File: config.mk
export PLATFORM = sky130hd
export DESIGN_NAME = scag_top
export DESIGN_NICKNAME = d
export VERILOG_FILES = /design/src/rtl/scag_pkg.sv /design/src/rtl/scag_axis_if.sv /design/src/rtl/scag_top.sv /design/src/rtl/scag_axis_acc.sv
export SDC_FILE = /design/constraint.sdc
export NUM_CORES = 1
export LEC_CHECK = 0
export BUFFER_PORTS_ARGS = -buffer_cell sky130_fd_sc_hd__buf_2
export CORE_UTILIZATION = 40
export DETAILED_ROUTE_END_ITERATION = 16
export GPL_TIMING_DRIVEN = 0
export PLACE_DENSITY = 0.68
export SYNTH_ARGS = -nofsm -noshare
export SYNTH_HDL_FRONTEND = slang
export SYNTH_SLANG_ARGS = --single-unit
File: constraint.sdc
create_clock -name clk_i -period 2.6 [get_ports clk_i]
set_input_delay 0 -clock clk_i [delete_from_list [all_inputs] [get_ports clk_i]]
set_output_delay 0 -clock clk_i [all_outputs]
set_load 0.01 [all_outputs]
File: src/rtl/scag_pkg.sv
/*
 Shared constants for the scanline coordinate address generator.
 Assumes a single pixel clock domain; no registers reached by software.
*/
package scag_pkg;
    localparam int ACC_W   = 16;
    localparam int INT_W   = 10;
    localparam int FRAC_W  = 4;
    localparam int COORD_W = INT_W + FRAC_W;
    localparam int GUARD_W = ACC_W - COORD_W;
    localparam int ADDR_W  = 10;
    localparam int H_ACTIVE_DEF = 640;
    localparam int H_BLANK_DEF  = 160;
    localparam int V_ACTIVE_DEF = 480;
    localparam int IMG_W_DEF    = 1024;
    localparam int IMG_H_DEF    = 1024;
    localparam logic [ACC_W-1:0] ACC_RST = 16'h0000;
    localparam real  PIX_RATE_MHZ = 14.3;
    localparam real  CLK_RATE_MHZ = 25.0;
endpackage

File: src/rtl/scag_axis_if.sv
/*
 Interface carrying one axis accumulator's controls and result.
 Assumes the top module drives loads and steps on the pixel clock.
*/
`timescale 1ns/1ns
`default_nettype none
interface scag_axis_if;
    logic                             load;
    logic                             step;
    logic [scag_pkg::ACC_W-1:0]       start;
    logic [scag_pkg::ACC_W-1:0]       incr;
    logic [scag_pkg::COORD_W-1:0]     coord;
    modport ctrl (output load, output step, output start, output incr, input coord);
    modport acc  (input load, input step, input start, input incr, output coord);
endinterface
`default_nettype wire

File: src/rtl/scag_top.sv
/*
 Scanline coordinate address generator: raster display address counter
 plus two axis accumulators producing input coordinates with blanking.
 Assumes the controller drives start and step inputs synchronously to
 clk_i, updating them during horizontal blanking.
*/
`timescale 1ns/1ns
`default_nettype none
// How it works
// - Output address runs left to right, then lines top to bottom, repeating.
// - Output address is horizontal and vertical offset from upper left corner.
// - Each pixel adds a constant step per axis; no multiplication.
// - Per-axis start value loads the accumulator for the next line.
// - Per-axis step is added every pixel clock during the active line.
// - Coordinates carry 10 integer and 4 fraction bits, 14 per axis.
// - Accumulators and steps are 16 bits; top 14 bits form the coordinate.
// - Pixels mapping outside the input image are flagged blank.
// - One coordinate pair per clock, continuously, for one channel.
// - Fraction bits go out as interpolation weights; integers address storage.
module scag_top #(
    parameter int H_ACTIVE = scag_pkg::H_ACTIVE_DEF,
    parameter int H_BLANK  = scag_pkg::H_BLANK_DEF,
    parameter int V_ACTIVE = scag_pkg::V_ACTIVE_DEF,
    parameter int IMG_W    = scag_pkg::IMG_W_DEF,
    parameter int IMG_H    = scag_pkg::IMG_H_DEF
) (
    // Clock and reset
    input  wire logic                               clk_i,
    input  wire logic                               nrst_i,
    // Controller: per-line start points and per-pixel steps
    input  wire logic [scag_pkg::ACC_W-1:0]         x_start_i,
    input  wire logic [scag_pkg::ACC_W-1:0]         y_start_i,
    input  wire logic [scag_pkg::ACC_W-1:0]         horizontal_step_i,
    input  wire logic [scag_pkg::ACC_W-1:0]         vertical_step_i,
    // Display address
    output logic [scag_pkg::ADDR_W-1:0]             disp_x_o,
    output logic [scag_pkg::ADDR_W-1:0]             disp_y_o,
    output logic                                    active_o,
    output logic                                    line_start_o,
    output logic                                    frame_start_o,
    // Input-image coordinate
    output logic [scag_pkg::INT_W-1:0]              src_x_int_o,
    output logic [scag_pkg::INT_W-1:0]              src_y_int_o,
    output logic [2*scag_pkg::FRAC_W-1:0]           weight_idx_o,
    output logic                                    blank_o
);
    localparam int H_TOTAL = H_ACTIVE + H_BLANK;
    localparam int HC_W = $clog2(H_TOTAL + 1);
    localparam int VC_W = $clog2(V_ACTIVE + 1);
    localparam logic [HC_W-1:0] H_LAST = HC_W'(H_TOTAL - 1);
    localparam logic [HC_W-1:0] H_ACT  = HC_W'(H_ACTIVE);
    localparam logic [VC_W-1:0] V_LAST = VC_W'(V_ACTIVE - 1);
    localparam logic [HC_W-1:0] HC_ZERO = '0;
    localparam logic [VC_W-1:0] VC_ZERO = '0;
    localparam logic [scag_pkg::INT_W:0] IMG_W_L = (scag_pkg::INT_W+1)'(IMG_W);
    localparam logic [scag_pkg::INT_W:0] IMG_H_L = (scag_pkg::INT_W+1)'(IMG_H);

    scag_axis_if ax_x ();
    scag_axis_if ax_y ();

    // Raster counters
    logic [HC_W-1:0] hcnt_r;
    logic [HC_W-1:0] hcnt_nxt;
    logic [VC_W-1:0] vcnt_r;
    logic [VC_W-1:0] vcnt_nxt;

    always_comb begin
        hcnt_nxt = hcnt_r + HC_W'(1);
        vcnt_nxt = vcnt_r;
        if (hcnt_r == H_LAST) begin
            hcnt_nxt = HC_ZERO;
            vcnt_nxt = (vcnt_r == V_LAST) ? VC_ZERO : vcnt_r + VC_W'(1);
        end
    end

    always_ff @(posedge clk_i or negedge nrst_i) begin
        if (!nrst_i) begin
            hcnt_r <= HC_ZERO;
            vcnt_r <= VC_ZERO;
        end else begin
            hcnt_r <= hcnt_nxt;
            vcnt_r <= vcnt_nxt;
        end
    end

    // Load at the last blanking cycle so pixel 0 sees the line start; the
    // sampled start is whatever the controller left during blanking
    logic line_load;
    logic in_active;
    assign line_load = (hcnt_r == H_LAST);
    assign in_active = (hcnt_r < H_ACT);

    // Start and step registers follow the controller only outside the active
    // line, so every pixel of one line sees one step
    // Limitation: the first line after reset steps by zero, no blanking passed yet
    logic [scag_pkg::ACC_W-1:0] xs_r;
    logic [scag_pkg::ACC_W-1:0] xs_nxt;
    logic [scag_pkg::ACC_W-1:0] ys_r;
    logic [scag_pkg::ACC_W-1:0] ys_nxt;
    logic [scag_pkg::ACC_W-1:0] hst_r;
    logic [scag_pkg::ACC_W-1:0] hst_nxt;
    logic [scag_pkg::ACC_W-1:0] vst_r;
    logic [scag_pkg::ACC_W-1:0] vst_nxt;

    always_comb begin
        xs_nxt  = xs_r;
        ys_nxt  = ys_r;
        hst_nxt = hst_r;
        vst_nxt = vst_r;
        if (!in_active) begin
            xs_nxt  = x_start_i;
            ys_nxt  = y_start_i;
            hst_nxt = horizontal_step_i;
            vst_nxt = vertical_step_i;
        end
    end

    always_ff @(posedge clk_i or negedge nrst_i) begin
        if (!nrst_i) begin
            xs_r  <= scag_pkg::ACC_RST;
            ys_r  <= scag_pkg::ACC_RST;
            hst_r <= scag_pkg::ACC_RST;
            vst_r <= scag_pkg::ACC_RST;
        end else begin
            xs_r  <= xs_nxt;
            ys_r  <= ys_nxt;
            hst_r <= hst_nxt;
            vst_r <= vst_nxt;
        end
    end

    assign ax_x.load  = line_load;
    assign ax_x.step  = in_active;
    assign ax_x.start = xs_r;
    assign ax_x.incr  = hst_r;
    assign ax_y.load  = line_load;
    assign ax_y.step  = in_active;
    assign ax_y.start = ys_r;
    assign ax_y.incr  = vst_r;

    scag_axis_acc u_acc_x (
        .clk_i  (clk_i),
        .nrst_i (nrst_i),
        .ax     (ax_x)
    );
    scag_axis_acc u_acc_y (
        .clk_i  (clk_i),
        .nrst_i (nrst_i),
        .ax     (ax_y)
    );

    // Coordinate split and range test
    logic [scag_pkg::INT_W-1:0]  x_int;
    logic [scag_pkg::INT_W-1:0]  y_int;
    logic [scag_pkg::FRAC_W-1:0] x_frac;
    logic [scag_pkg::FRAC_W-1:0] y_frac;
    logic                        outside;
    assign x_int  = ax_x.coord[scag_pkg::COORD_W-1 -: scag_pkg::INT_W];
    assign y_int  = ax_y.coord[scag_pkg::COORD_W-1 -: scag_pkg::INT_W];
    assign x_frac = ax_x.coord[scag_pkg::FRAC_W-1:0];
    assign y_frac = ax_y.coord[scag_pkg::FRAC_W-1:0];
    // Negative coordinates wrap high (512 and up), so they fail the bound test only when that image size is 512 or less
    assign outside = ({1'b0, x_int} >= IMG_W_L) || ({1'b0, y_int} >= IMG_H_L);

    // Output registers: one pair per clock, one cycle behind the accumulators
    logic [scag_pkg::ADDR_W-1:0]   dx_r;
    logic [scag_pkg::ADDR_W-1:0]   dx_nxt;
    logic [scag_pkg::ADDR_W-1:0]   dy_r;
    logic [scag_pkg::ADDR_W-1:0]   dy_nxt;
    logic                          act_r;
    logic                          act_nxt;
    logic                          ls_r;
    logic                          ls_nxt;
    logic                          fs_r;
    logic                          fs_nxt;
    logic [scag_pkg::INT_W-1:0]    sx_r;
    logic [scag_pkg::INT_W-1:0]    sx_nxt;
    logic [scag_pkg::INT_W-1:0]    sy_r;
    logic [scag_pkg::INT_W-1:0]    sy_nxt;
    logic [2*scag_pkg::FRAC_W-1:0] w_r;
    logic [2*scag_pkg::FRAC_W-1:0] w_nxt;
    logic                          blk_r;
    logic                          blk_nxt;

    always_comb begin
        act_nxt = in_active;
        dx_nxt  = in_active ? scag_pkg::ADDR_W'(hcnt_r) : dx_r;
        dy_nxt  = scag_pkg::ADDR_W'(vcnt_r);
        ls_nxt  = (hcnt_r == HC_ZERO);
        fs_nxt  = (hcnt_r == HC_ZERO) && (vcnt_r == VC_ZERO);
        sx_nxt  = x_int;
        sy_nxt  = y_int;
        w_nxt   = {y_frac, x_frac};
        blk_nxt = outside || !in_active;
    end

    always_ff @(posedge clk_i or negedge nrst_i) begin
        if (!nrst_i) begin
            dx_r  <= '0;
            dy_r  <= '0;
            act_r <= 1'b0;
            ls_r  <= 1'b0;
            fs_r  <= 1'b0;
            sx_r  <= '0;
            sy_r  <= '0;
            w_r   <= '0;
            blk_r <= 1'b1;
        end else begin
            dx_r  <= dx_nxt;
            dy_r  <= dy_nxt;
            act_r <= act_nxt;
            ls_r  <= ls_nxt;
            fs_r  <= fs_nxt;
            sx_r  <= sx_nxt;
            sy_r  <= sy_nxt;
            w_r   <= w_nxt;
            blk_r <= blk_nxt;
        end
    end

    assign disp_x_o      = dx_r;
    assign disp_y_o      = dy_r;
    assign active_o      = act_r;
    assign line_start_o  = ls_r;
    assign frame_start_o = fs_r;
    assign src_x_int_o   = sx_r;
    assign src_y_int_o   = sy_r;
    assign weight_idx_o  = w_r;
    assign blank_o       = blk_r;
endmodule
`default_nettype wire

File: src/rtl/scag_axis_acc.sv
/*
 One axis accumulator: loads a line start, then adds a step each pixel.
 Assumes start and incr are stable while they are used.
*/
`timescale 1ns/1ns
`default_nettype none
module scag_axis_acc (
    // Clock and reset
    input  wire logic   clk_i,
    input  wire logic   nrst_i,
    // Controls and result
    scag_axis_if.acc    ax
);
    logic [scag_pkg::ACC_W-1:0] acc_r;
    logic [scag_pkg::ACC_W-1:0] acc_nxt;

    always_comb begin
        acc_nxt = acc_r;
        if (ax.load) begin
            acc_nxt = ax.start;
        end else if (ax.step) begin
            // Plain add, no multiply; wraps modulo the accumulator width
            acc_nxt = acc_r + ax.incr;
        end
    end

    always_ff @(posedge clk_i or negedge nrst_i) begin
        if (!nrst_i) begin
            acc_r <= scag_pkg::ACC_RST;
        end else begin
            acc_r <= acc_nxt;
        end
    end

    // Guard bits dropped only at the output, so step error stays small
    assign ax.coord = acc_r[scag_pkg::ACC_W-1 -: scag_pkg::COORD_W];
endmodule
`default_nettype wire

After elaboration in Yosys (flattened, before gate mapping)
Index checks and enable logic that the tools add are counted.
- flip-flop bits (word level): 166
- bits of input ports: 66
- output and inout bits: 52
- logic and storage cells: 35
- $add $sub $neg: 4
- order comparisons: 1
- eq/ne operators: 2
- multiplexer cells: 6
- reductions and logical operators: 5
- operator list (operator ; count):
    2-to-1 mux 16 bit ; 4
    adder 16 bit ; 2
    adder 10 x 1 -> 10 bit (second input constant) ; 1
    equality test 10 bit (second input constant) ; 1
    logical NOT 10 bit ; 1
    less-than comparator 10 bit (second input constant) ; 1
    2-to-1 mux 10 bit ; 1
    adder 9 x 1 -> 9 bit (second input constant) ; 1
    equality test 9 bit (second input constant) ; 1
    logical NOT 9 bit ; 1
    2-to-1 mux 9 bit ; 1
    nonzero test 2 bit ; 1
    logical AND 1 bit ; 1
    logical NOT 1 bit ; 1

Logic depth before layout (Yosys ltp)
Gate-level depths: netlist of run 1.
- depth in word-level cells: 3
- mapped depth: 9
- gate-level depth less buffers: 8

Modules after synthesis
A second synthesis of run 1 with hierarchy kept.
- cells, all modules: 665
- area, all modules: 7896.3 µm²
- modules (own cells, without submodules) (module ; times used ; cells an instance ; area each (µm²) ; sequential area each (µm²)):
    scag_top ; 1 ; 304 ; 4817.1 ; 3354.5
    scag_axis_acc at u_acc_y ; 1 ; 181 ; 1540.2 ; 400.4
    scag_axis_acc at u_acc_x ; 1 ; 180 ; 1539.0 ; 400.4

Least setup slack after synthesis of run 1
No wires, ideal clock.
- kind: register to register
- start point: register vst_r (netlist bit ax_y.incr[0])
- end point: register u_acc_y.acc_r[10] in the netlist's numbering
- library setup time: 83 ps
- arrival time: 2109 ps
- data required time: 2517 ps
- slack: 409 ps
- cell stages (with the launch flop): 9
- buffers on the path: 0
- clock period less this slack: 2191 ps
- path through: dfrtp_1 ha_1 fa_1 a211oi_1 o21ai_0 a21oi_1 o21ai_0 xnor2_1 o21ai_0
- longest elaborated chain between the ends: 3
- RTL lines (what ; RTL line ; text):
    from (decl) ; scag_top.sv:102 ; logic [scag_pkg::ACC_W-1:0] vst_r;
    from (signal assigned) ; scag_top.sv:123 ; vst_r <= scag_pkg::ACC_RST;
    from (signal assigned) ; scag_top.sv:128 ; vst_r <= vst_nxt;
    adder 16 bit ; scag_axis_acc.sv:23 ; acc_nxt = acc_r + ax.incr;
    2-to-1 mux 16 bit ; scag_axis_acc.sv:21 ; end else if (ax.step) begin
    2-to-1 mux 16 bit ; scag_axis_acc.sv:19 ; if (ax.load) begin
    to (signal assigned) ; scag_axis_acc.sv:29 ; acc_r <= scag_pkg::ACC_RST;
    to (signal assigned) ; scag_axis_acc.sv:31 ; acc_r <= acc_nxt;
    to (decl) ; scag_axis_acc.sv:14 ; logic [scag_pkg::ACC_W-1:0] acc_r;
No other way between the ends. The select of a mux whose other input is x is not followed.
A chain may end at the register's enable or synchronous reset.

Worst setup path after layout of run 1
Same ends and word-level chain as after synthesis.

==> results of run 1 <==
## sequential cells by signal (all words and copies together) (netlist names)
| register | count |
|---|---|
| active_o | 1 |
| ax_x.incr | 16 |
| ax_x.start | 16 |
| ax_y.incr | 16 |
| ax_y.start | 16 |
| blank_o | 1 |
| disp_x_o | 10 |
| disp_y_o | 9 |
| frame_start_o | 1 |
| hcnt_r | 10 |
| line_start_o | 1 |
| src_x_int_o | 10 |
| src_y_int_o | 10 |
| u_acc_x.acc_r | 16 |
| u_acc_y.acc_r | 16 |
| vcnt_r | 9 |
| weight_idx_o | 8 |
## area by class of cell
cell class                 count  area [um^2]
inverter                      16         60.1
sequential                   166         4160
buffer                        36          173
multi-input combinational    555         3150
clock inverter                11          194
tap                          229          287
timing repair buffer         186         1300
fill                        1633         8420
clock buffer                  21          470
## cell families after synthesis
group / after synthesis / share of synthesized area
other: 1 / 0.000498
buffers and inverters: 52 / 0.0309
DFF: 166 / 0.552
AOI/OAI and AO/OA: 157 / 0.130
and+or+nand+nor: 327 / 0.185
xor gates and xnor gates: 30 / 0.0349
adders and majority gates: 36 / 0.0618
muxes: 4 / 0.00548
## repair_timing
item	in CTS	in global routing
hold buffers	65	0
setup buffers	0	4
endpoints found under the setup margin	0	4
gates resized for setup	0	2
endpoints found under the hold margin	124	0
## placed cells by master, fill, tap and decap left out, types with 4 or more instances in the layout
cell type / count
nand2_1: 245
dfrtp_1: 165
buf_2: 132
dlygate4sd3_1: 65
o21ai_0: 53
ha_1: 34
a21oi_1: 32
a22oi_1: 26
clkbuf_16: 17
inv_1: 16
xnor2_1: 16
clkbuf_1: 15
nor2_1: 15
nand3_1: 15
xor2_1: 14
nand4_1: 11
and3_1: 8
o211ai_1: 7
buf_4: 6
nor3_1: 6
o21a_1: 6
a31oi_1: 5
a211oi_1: 5
bufinv_16: 5
nor4_1: 4
a21o_1: 4
## stage by stage
stage,std cells,util,power [uW],TNS [ps],hold WS (ps)
floorplan,773,-,2630,0,-296
global placement,1118,0.461,2740,-177180,189
detailed placement,1119,0.463,2750,0,-39.8
CTS,1216,0.536,5630,0,95.9
global route,1220,0.538,5750,0,108
finish,1220,0.538,5580,0,76.6
## metal layers
layer / track usage / up-vias / wire [um]
li1: - / 3060 / -
met1: 0.281 / 2960 / 9010
met2: 0.309 / 139 / 8610
met3: 0.0437 / 25 / 689
met4: 0.0708 / 2 / 349
met5: 0 / - / 11
## critical path, delay by kind of cell (launching register included)
family | cells | cell delay (ps)
AOI/OAI and AO/OA | 5 | 980
DFF | 1 | 390
adders and majority gates | 2 | 700
xor gates and xnor gates | 1 | 210
## power groups by stage
stage	clock network [uW]	registers, uW	logic [uW]
finish	2810	2580	190
floorplan	0	2630	2.84
detailed placement	0	2630	116
CTS	2860	2580	192
global placement	0	2630	111
global route	2960	2580	210
## final timing paths
check / start / end / depth (start not counted)
worst min register to register: vcnt_r[2] / disp_y_o[2] / 0
worst max-delay path: ax_y.incr[0] / u_acc_y.acc_r[10] / 8
worst min-delay path: nrst_i / ax_y.incr[10] / 2
worst max register to register: ax_y.incr[0] / u_acc_y.acc_r[10] / 8
max in group asynchronous: nrst_i / u_acc_x.acc_r[5] / 3
min in group clk_i: vertical_step_i[8] / ax_y.incr[8] / 4
==> flow_metrics.py, run 1 <==
metrics = {
    "status": {
        "status": "finished, violations left",
        "violations": "design-rule violations",
    },
    "placement": {
        "gp_congestion": 0.877,
        "postPlaceCellArea_mm2": 0.00844,
        "pre_cts_ws_ps": 58.0,
        "io_buffer_count": 116,
        "dpl.hpwl_mm": 12.8,
    },
    "yosys": {
        "synth_edf_count": 0,
        "synth_top_area_share": 0.548,
        "ys_seq_elements": 166,
        "synth_common_cells": "nand2_1, dfrtp_1, o21ai_0, ha_1, a21oi_1",
        "synth.largest_area_cell": "dfrtp_1",
        "yosys_warnings": 0,
        "yosysUniqueCellTypes": 57,
        "postSynthCellCount": 773,
        "synth_most_common_cell": "nand2_1",
        "syn_nets": 875,
        "synth_flop_cell": "dfrtp_1",
        "syn_area_per_cell_um2": 9.74,
        "synth_seq_area_share": 0.552,
        "syn-cell-area_mm2": 0.00753,
        "async_flop_share": 1.00,
        "synth.area.top_cells": "dfrtp_1, nand2_1, ha_1",
    },
    "power_and_ir_drop": {
        "power.leakage_uw": 0.00438,
        "peakVddDrop_mv": 0.440,
        "p_per_area_mw_per_mm2": 570,
        "p_int_uw": 4470,
        "clkPwrFrac": 0.503,
        "seq_power_share": 0.463,
        "p_sw_frac": 0.198,
        "combPwrFrac": 0.034,
        "power.switching_uw": 1100,
    },
    "route": {
        "vias_per_cell": 5.07,
        "drt_pre_antenna_iters": 13,
        "wire_per_inst_um": 15.3,
        "drtIter0Drc": 380,
        "vias": 6186,
        "drc": 5,
        "routed_wl_mm": 18.7,
        "drtAntennaViolNets": 0,
    },
    "global_route": {
        "grt_pass1_vias": 5956,
        "grt_first_pass_wirelength_mm": 30.5,
        "grt_usage": 0.201,
        "grt_overflow_total": 0,
        "antenna_found_initial": 1,
        "grt_start_max_net_pins": 107,
    },
    "layout": {
        "diodes": 0,
        "area_growth_pct": 30.0,
        "nNetsFinal": 1080,
        "final_layout_size_suffix_gt1_frac": 0.184,
        "final_area_mm2": 0.00979,
    },
    "critical_path": {
        "r2r_setup_slack_ps": 190,
        "path_class": "flip-flop to flip-flop",
        "crit_slowest_cell": "fa_1",
        "path_cells": "ha_1 -> fa_1 -> a211oi_2 -> o21ai_0 -> a21oi_2 -> o21ai_0 -> xnor2_1 -> o21ai_0",
        "max_stage_delay_ps": 450,
        "end_kind": "flip-flop",
        "worstPathArrival_ps": 2690,
        "path_max_fanout": 3,
        "crit_path_frequent_cell": "o21ai_0",
        "crit_required_ps": 2890,
        "startpoint_type": "flip-flop",
    },
    "timing": {
        "maxSlewViolCount": 0,
        "final.setup_skew_ps": 9.53,
        "hold_viol": 0,
        "tightest_slew_ps": 551,
        "max_freq_ghz": 0.416,
        "fin_crit_sh": 0.926,
        "fin_crit_ps": 2410,
        "slew_headroom": 0.629,
        "rsz0062_at_grt": "no",
        "fin_ws_ps": 194,
        "setup_viol": 0,
    },
    "floorplanning": {
        "design.die.area_mm2": 0.0194,
        "io_pins": 118,
        "start_util": 0.414,
        "dieHeight_um": 139,
        "die_width_um": 139,
        "rows": 49,
        "coreArea_mm2": 0.0182,
    },
    "clock_tree": {
        "cts_made_buffers": 17,
        "cts.root.buffer_cell": "clkbuf_16",
        "cts_tree": "done",
        "clock_latency_ps": 430,
        "clk_pin_slew_ps": 60,
        "cts_buffer_depth": 2,
        "h-tree-depth": 4,
        "cts.sinks": 166,
    },
    "hold_path": {
        "hold_class": "primary input to async pin",
    },
    "run": {
        "maxCapViolations": 0,
    },
}
Note: power is estimated with default switching activity, not from simulation.
==> inputs of run 2 (changes only) <==
--- a/config.mk
+++ b/config.mk
@@ -5,7 +5,7 @@
 export SDC_FILE = /design/constraint.sdc
 export NUM_CORES = 1
 export LEC_CHECK = 0
-export BUFFER_PORTS_ARGS = -buffer_cell sky130_fd_sc_hd__buf_2
+export BUFFER_PORTS_ARGS = -buffer_cell sky130_fd_sc_hd__buf_4
 export CORE_UTILIZATION = 40
 export DETAILED_ROUTE_END_ITERATION = 16
 export GPL_TIMING_DRIVEN = 0
==> flow_metrics.py, run 2 (synthesized netlist as in run 1, its figures left out) <==
metrics = {
    "timing": {
        "setup_viol": 0,
        "max_freq_ghz": 0.416,
        "hold_viol": 0,
        "fin_crit_sh": 0.924,
        "final.setup_skew_ps": 8.19,
        "setup_tns_ps": 0,
        "rsz0062_at_grt": "no",
        "maxSlewViolCount": 0,
        "tightest_slew_ps": 623,
        "fin_crit_ps": 2400,
        "slew_headroom": 0.583,
    },
    "clock_tree": {
        "cts_setup_buffers": 0,
        "cts.sinks": 166,
        "cts_made_buffers": 17,
        "cts_buffer_depth": 2,
        "cts_tree": "done",
        "clk_pin_slew_ps": 70,
        "cts.root.buffer_cell": "clkbuf_16",
        "clock_latency_ps": 430,
        "h-tree-depth": 4,
    },
    "route": {
        "vias": 6207,
        "drtAntennaViolNets": 0,
        "vias_per_cell": 5.10,
        "drt_pre_antenna_iters": 7,
        "wire_per_inst_um": 15.0,
        "drtIter0Drc": 404,
        "drc": 0,
        "routed_wl_mm": 18.3,
    },
    "critical_path": {
        "crit_required_ps": 2900,
        "path_class": "flip-flop to flip-flop",
        "max_stage_delay_ps": 460,
        "crit_path_frequent_cell": "o21ai_0",
        "path_cells": "ha_1 -> fa_1 -> a211oi_2 -> o21ai_0 -> a21oi_2 -> o21ai_0 -> xnor2_1 -> o21ai_0",
        "end_kind": "flip-flop",
        "crit_slowest_cell": "fa_1",
        "startpoint_type": "flip-flop",
        "worstPathArrival_ps": 2700,
        "path_max_fanout": 3,
    },
    "global_route": {
        "grt_pass1_vias": 5922,
        "grt_first_pass_wirelength_mm": 30.2,
        "grt_overflow_total": 0,
        "antenna_found_initial": 0,
        "grt_usage": 0.199,
        "grt_start_max_net_pins": 108,
    },
    "power_and_ir_drop": {
        "clkPwrFrac": 0.453,
        "seq_power_share": 0.504,
        "p_sw_frac": 0.225,
        "peakVddDrop_mv": 0.452,
        "power.switching_uw": 1150,
        "p_int_uw": 3970,
        "power.leakage_uw": 0.00440,
        "p_per_area_mw_per_mm2": 516,
        "combPwrFrac": 0.043,
    },
    "layout": {
        "final_layout_size_suffix_gt1_frac": 0.180,
        "final_common_cell": "nand2_1",
        "instances_no_fill": 1216,
        "area_growth_pct": 31.8,
        "nNetsFinal": 1076,
        "n_fill_cell": 1589,
        "multiInputGateArea_mm2": 0.00315,
        "layout_common_cells": "nand2_1, dfrtp_1, buf_4",
        "seqCellArea_mm2": 0.00416,
        "diodes": 0,
    },
    "status": {
        "status": "complete, no violations",
    },
    "placement": {
        "io_buffer_count": 116,
        "dp.cells": 1119,
        "gp_congestion": 0.861,
        "dpl.hpwl_mm": 12.7,
    },
    "floorplanning": {
        "dieHeight_um": 139,
        "design.die.area_mm2": 0.0194,
        "coreArea_mm2": 0.0182,
        "rows": 49,
        "die_width_um": 139,
        "start_util": 0.414,
        "io_pins": 118,
    },
    "hold_path": {
        "hold_class": "primary input to async pin",
    },
    "run": {
        "maxCapViolations": 0,
    },
}
run 2: area by class of cell:
class,instances,share of cell area
tap,229,0.0289
multi-input combinational,555,0.318
sequential,166,0.419
timing repair buffer,182,0.157
clock buffer,19,0.0446
clock inverter,13,0.0101
inverter,16,0.00605
buffer,36,0.0174
run 2: power by group through the flow:
stage                     Sequential (uW)  Combinational (uW)  Clock [uW]
final                                2580                 218        2320
after global routing                 2580                 241        2480
after detailed placement             2630                 142           0
after global placement               2630                 136           0
after CTS                            2580                 221        2370
after floorplan                      2630                2.84           0
run 2: layer usage:
| metal | GRT usage | vias up | share of wire |
|---|---|---|---|
| li1 | - | 3063 | - |
| met1 | 0.278 | 2957 | 0.47 |
| met2 | 0.309 | 162 | 0.47 |
| met3 | 0.0403 | 25 | 0.045 |
| met4 | 0.0637 | 0 | 0.017 |
| met5 | 0 | - | 0 |
run 2: stage by stage:
step                      hold WS [ps]  total power [uW]   util  instance area, um^2  worst slack [ps]
after floorplan                   -296              2630      -                 7530               409
after global placement             191              2770  0.477                 8690              49.1
after detailed placement         -43.4              2770  0.479                 8720              40.2
after CTS                         88.9              5170  0.545                 9920              19.8
after global routing               114              5300  0.545                 9930              6.96
final                             73.2              5120  0.545                 9930               196
run 2: final timing paths:
kind / start / endpoint / slack, ps / depth (start not counted)
worst min register to register: vcnt_r[2] / disp_y_o[2] / 390 / 0
worst max-delay path: ax_y.incr[0] / u_acc_y.acc_r[10] / 200 / 8
min in group clk_i: vertical_step_i[10] / ax_y.incr[10] / 300 / 4
max in group asynchronous: nrst_i / src_x_int_o[1] / 1660 / 3
worst max register to register: ax_y.incr[0] / u_acc_y.acc_r[10] / 200 / 8
worst min-delay path: nrst_i / src_y_int_o[2] / 70 / 2
run 2: timing repair:
item                                   CTS  global route
setup endpoints to repair                0             3
gates resized for setup                  0             2
hold buffers                            65             0
endpoints found under the hold margin  130             0
run 2: critical path: cells and delay by family (launching register included):
| family | cells | cell delay [ps] |
|---|---|---|
| xor gates and xnor gates | 1 | 200 |
| adders and majority gates | 2 | 710 |
| AOI/OAI and AO/OA | 5 | 980 |
| DFF | 1 | 390 |
==> inputs of run 3 (changes only) <==
--- a/config.mk
+++ b/config.mk
@@ -6,10 +6,12 @@
 export NUM_CORES = 1
 export LEC_CHECK = 0
 export BUFFER_PORTS_ARGS = -buffer_cell sky130_fd_sc_hd__buf_4
-export CORE_UTILIZATION = 40
+export CELL_PAD_IN_SITES_DETAIL_PLACEMENT = 2
+export CELL_PAD_IN_SITES_GLOBAL_PLACEMENT = 2
+export CORE_UTILIZATION = 35
 export DETAILED_ROUTE_END_ITERATION = 16
 export GPL_TIMING_DRIVEN = 0
-export PLACE_DENSITY = 0.68
+export PLACE_DENSITY = 0.87
 export SYNTH_ARGS = -nofsm -noshare
 export SYNTH_HDL_FRONTEND = slang
 export SYNTH_SLANG_ARGS = --single-unit
==> flow_metrics.py, run 3 (synthesized netlist as in run 1, its figures left out) <==
metrics = {
    "timing": {
        "final.setup_skew_ps": 14.0,
        "tightest_slew_ps": 708,
        "slew_headroom": 0.528,
        "fin_crit_ps": 2700,
        "max_freq_ghz": 0.370,
        "fin_ws_ps": -101,
        "fin_crit_sh": 1.04,
        "hold_viol": 0,
        "setup_viol": 2,
        "maxSlewViolCount": 0,
        "setup_tns_ps": -119,
    },
    "critical_path": {
        "r2r_setup_slack_ps": -100,
        "r2r_cells": 7,
        "crit_slowest_cell": "dfrtp_1",
        "r2r_start": "ax_y.incr[1]",
        "crit_path_frequent_cell": "o21ai_0",
        "path_max_fanout": 3,
        "path_cells": "ha_1 -> a211oi_1 -> nor2_1 -> o21ai_0 -> nor2b_1 -> xor2_1 -> o21ai_0",
        "critPathTopFamily": "compound AO/OA/AOI/OAI gates",
        "path_class": "flip-flop to flip-flop",
        "max_stage_delay_ps": 470,
        "worstPathArrival_ps": 3000,
        "reg2reg_to": "u_acc_y.acc_r[5]",
        "worst-path-buf-inv": 0,
        "end_kind": "flip-flop",
        "startpoint_type": "flip-flop",
        "crit_required_ps": 2900,
    },
    "placement": {
        "io_buffer_count": 116,
        "dp.cells": 1165,
        "postPlaceCellArea_mm2": 0.00878,
        "gp_congestion": 0.801,
        "pre_cts_ws_ps": -258,
        "dpl.hpwl_mm": 17.2,
    },
    "route": {
        "drtAntennaViolNets": 0,
        "vias": 7024,
        "wire_per_inst_um": 24.2,
        "vias_per_cell": 5.53,
        "drt_pre_antenna_iters": 4,
        "drc": 0,
        "drtIter0Drc": 382,
        "routed_wl_mm": 30.7,
    },
    "hold_path": {
        "hold_class": "primary input to async pin",
    },
    "clock_tree": {
        "cts.root.buffer_cell": "clkbuf_16",
        "h-tree-depth": 4,
        "cts.sinks": 166,
        "clock_latency_ps": 450,
        "clk_pin_slew_ps": 70,
        "cts_buffer_depth": 2,
        "cts_tree": "done",
        "cts_made_buffers": 17,
    },
    "global_route": {
        "grt_usage": 0.289,
        "antenna_found_initial": 1,
        "use_met2": 0.504,
        "grt_start_max_net_pins": 92,
        "grt_overflow_total": 0,
        "grt_pass1_vias": 8064,
        "grt.busiest_layer": "met2",
        "met3_usage": 0.0558,
        "grt_first_pass_wirelength_mm": 47.2,
        "grt_use_met1": 0.333,
    },
    "layout": {
        "final_layout_size_suffix_gt1_frac": 0.198,
        "n_fill_cell": 2214,
        "final_area_mm2": 0.0101,
        "layout_common_cells": "nand2_1, dfrtp_1, buf_4",
        "instances_no_fill": 1271,
        "area_growth_pct": 34.2,
        "nNetsFinal": 1084,
        "final_common_cell": "nand2_1",
    },
    "power_and_ir_drop": {
        "seq_power_share": 0.484,
        "p_per_area_mw_per_mm2": 527,
        "clkPwrFrac": 0.473,
        "p_int_uw": 4070,
        "peakVddDrop_mv": 0.466,
        "power.switching_uw": 1260,
        "combPwrFrac": 0.043,
        "power.leakage_uw": 0.00446,
        "p_sw_frac": 0.237,
    },
    "floorplanning": {
        "design.die.area_mm2": 0.0221,
        "start_util": 0.357,
        "io_pins": 118,
        "coreArea_mm2": 0.0211,
        "rows": 53,
        "die_width_um": 149,
        "dieHeight_um": 149,
    },
    "run": {
        "maxCapViolations": 0,
    },
    "status": {
        "violations": "negative setup slack",
        "status": "finished, violations left",
    },
}
## run 3: changes by cell type in the layout (fill, tap and decap cells not counted), moves of 2 or more
| cell | previous run | this run |
|---|---|---|
| a21oi_1 | 32 | 28 |
| o21ai_1 | 0 | 5 |
| buf_4 | 117 | 125 |
| a21oi_2 | 1 | 5 |
| inv_6 | 2 | 4 |
| clkbuf_1 | 15 | 13 |
| clkinvlp_4 | 4 | 2 |
| o21ai_0 | 53 | 48 |
| clkbuf_2 | 1 | 3 |
## run 3: final cells by class
cell class              count  area (um^2)  area share
repair buffers            190         1620       0.160
plain buffers              36          175      0.0173
well taps                 275          344      0.0340
multi-input cells         555         3190       0.316
inverters                  16         60.1     0.00594
clock buffers              18          439      0.0434
diodes                      1         2.50    0.000247
flip-flops and latches    166         4160       0.411
clock inverters            14          126      0.0125
## run 3: power by group through the flow
stage / sequential (uW) / combinational (uW) / clock, uW
after global routing: 2580 / 244 / 2630
after CTS: 2580 / 225 / 2520
final: 2580 / 227 / 2520
after floorplan: 2630 / 2.84 / 0
after global placement: 2630 / 138 / 0
after detailed placement: 2630 / 146 / 0
## run 3: repair_timing
action / 4_1_cts / 5_1_grt
hold buffers: 65 / 0
pin swaps: 1 / 3
resized for setup: 3 / 17
setup buffers: 2 / 6
endpoints found under the hold margin: 139 / 0
setup endpoints to repair: 4 / 51
## run 3: worst max-delay path by stage
stage,from,to,slack (ps),cells after the start
2_1_floorplan,ax_y.incr[0],u_acc_y.acc_r[10],410,8
3_3_place_gp,ax_y.incr[0],u_acc_y.acc_r[10],-10,8
3_5_place_dp,ax_y.incr[0],u_acc_y.acc_r[10],-260,8
4_1_cts,hcnt_r[0],u_acc_x.acc_r[14],30,8
5_1_grt,ax_y.incr[1],u_acc_y.acc_r[5],-190,7
6_report,ax_y.incr[1],u_acc_y.acc_r[5],-100,7
## run 3: worst reg2reg max path, stage by stage (launching register included)
cell and delay [ps]:
dfrtp_1 470, ha_1 380, a211oi_1 460, nor2_1 210, o21ai_0 470, nor2b_1 270
xor2_1 200, o21ai_0 100
## run 3: through the flow
stage	power (uW)	utilization	hold slack (ps)
after global placement	2770	0.415	192
after CTS	5330	0.475	162
after global routing	5460	0.479	182
after detailed placement	2780	0.416	24.8
after floorplan	2630	-	-296
final	5330	0.479	132
## run 3: routing by layer
| metal | vias to the layer above | routed length [um] |
|---|---|---|
| li1 | 3065 | - |
| met1 | 3656 | 12200 |
| met2 | 213 | 15900 |
| met3 | 90 | 1150 |
| met4 | 0 | 1380 |
| met5 | - | 0 |
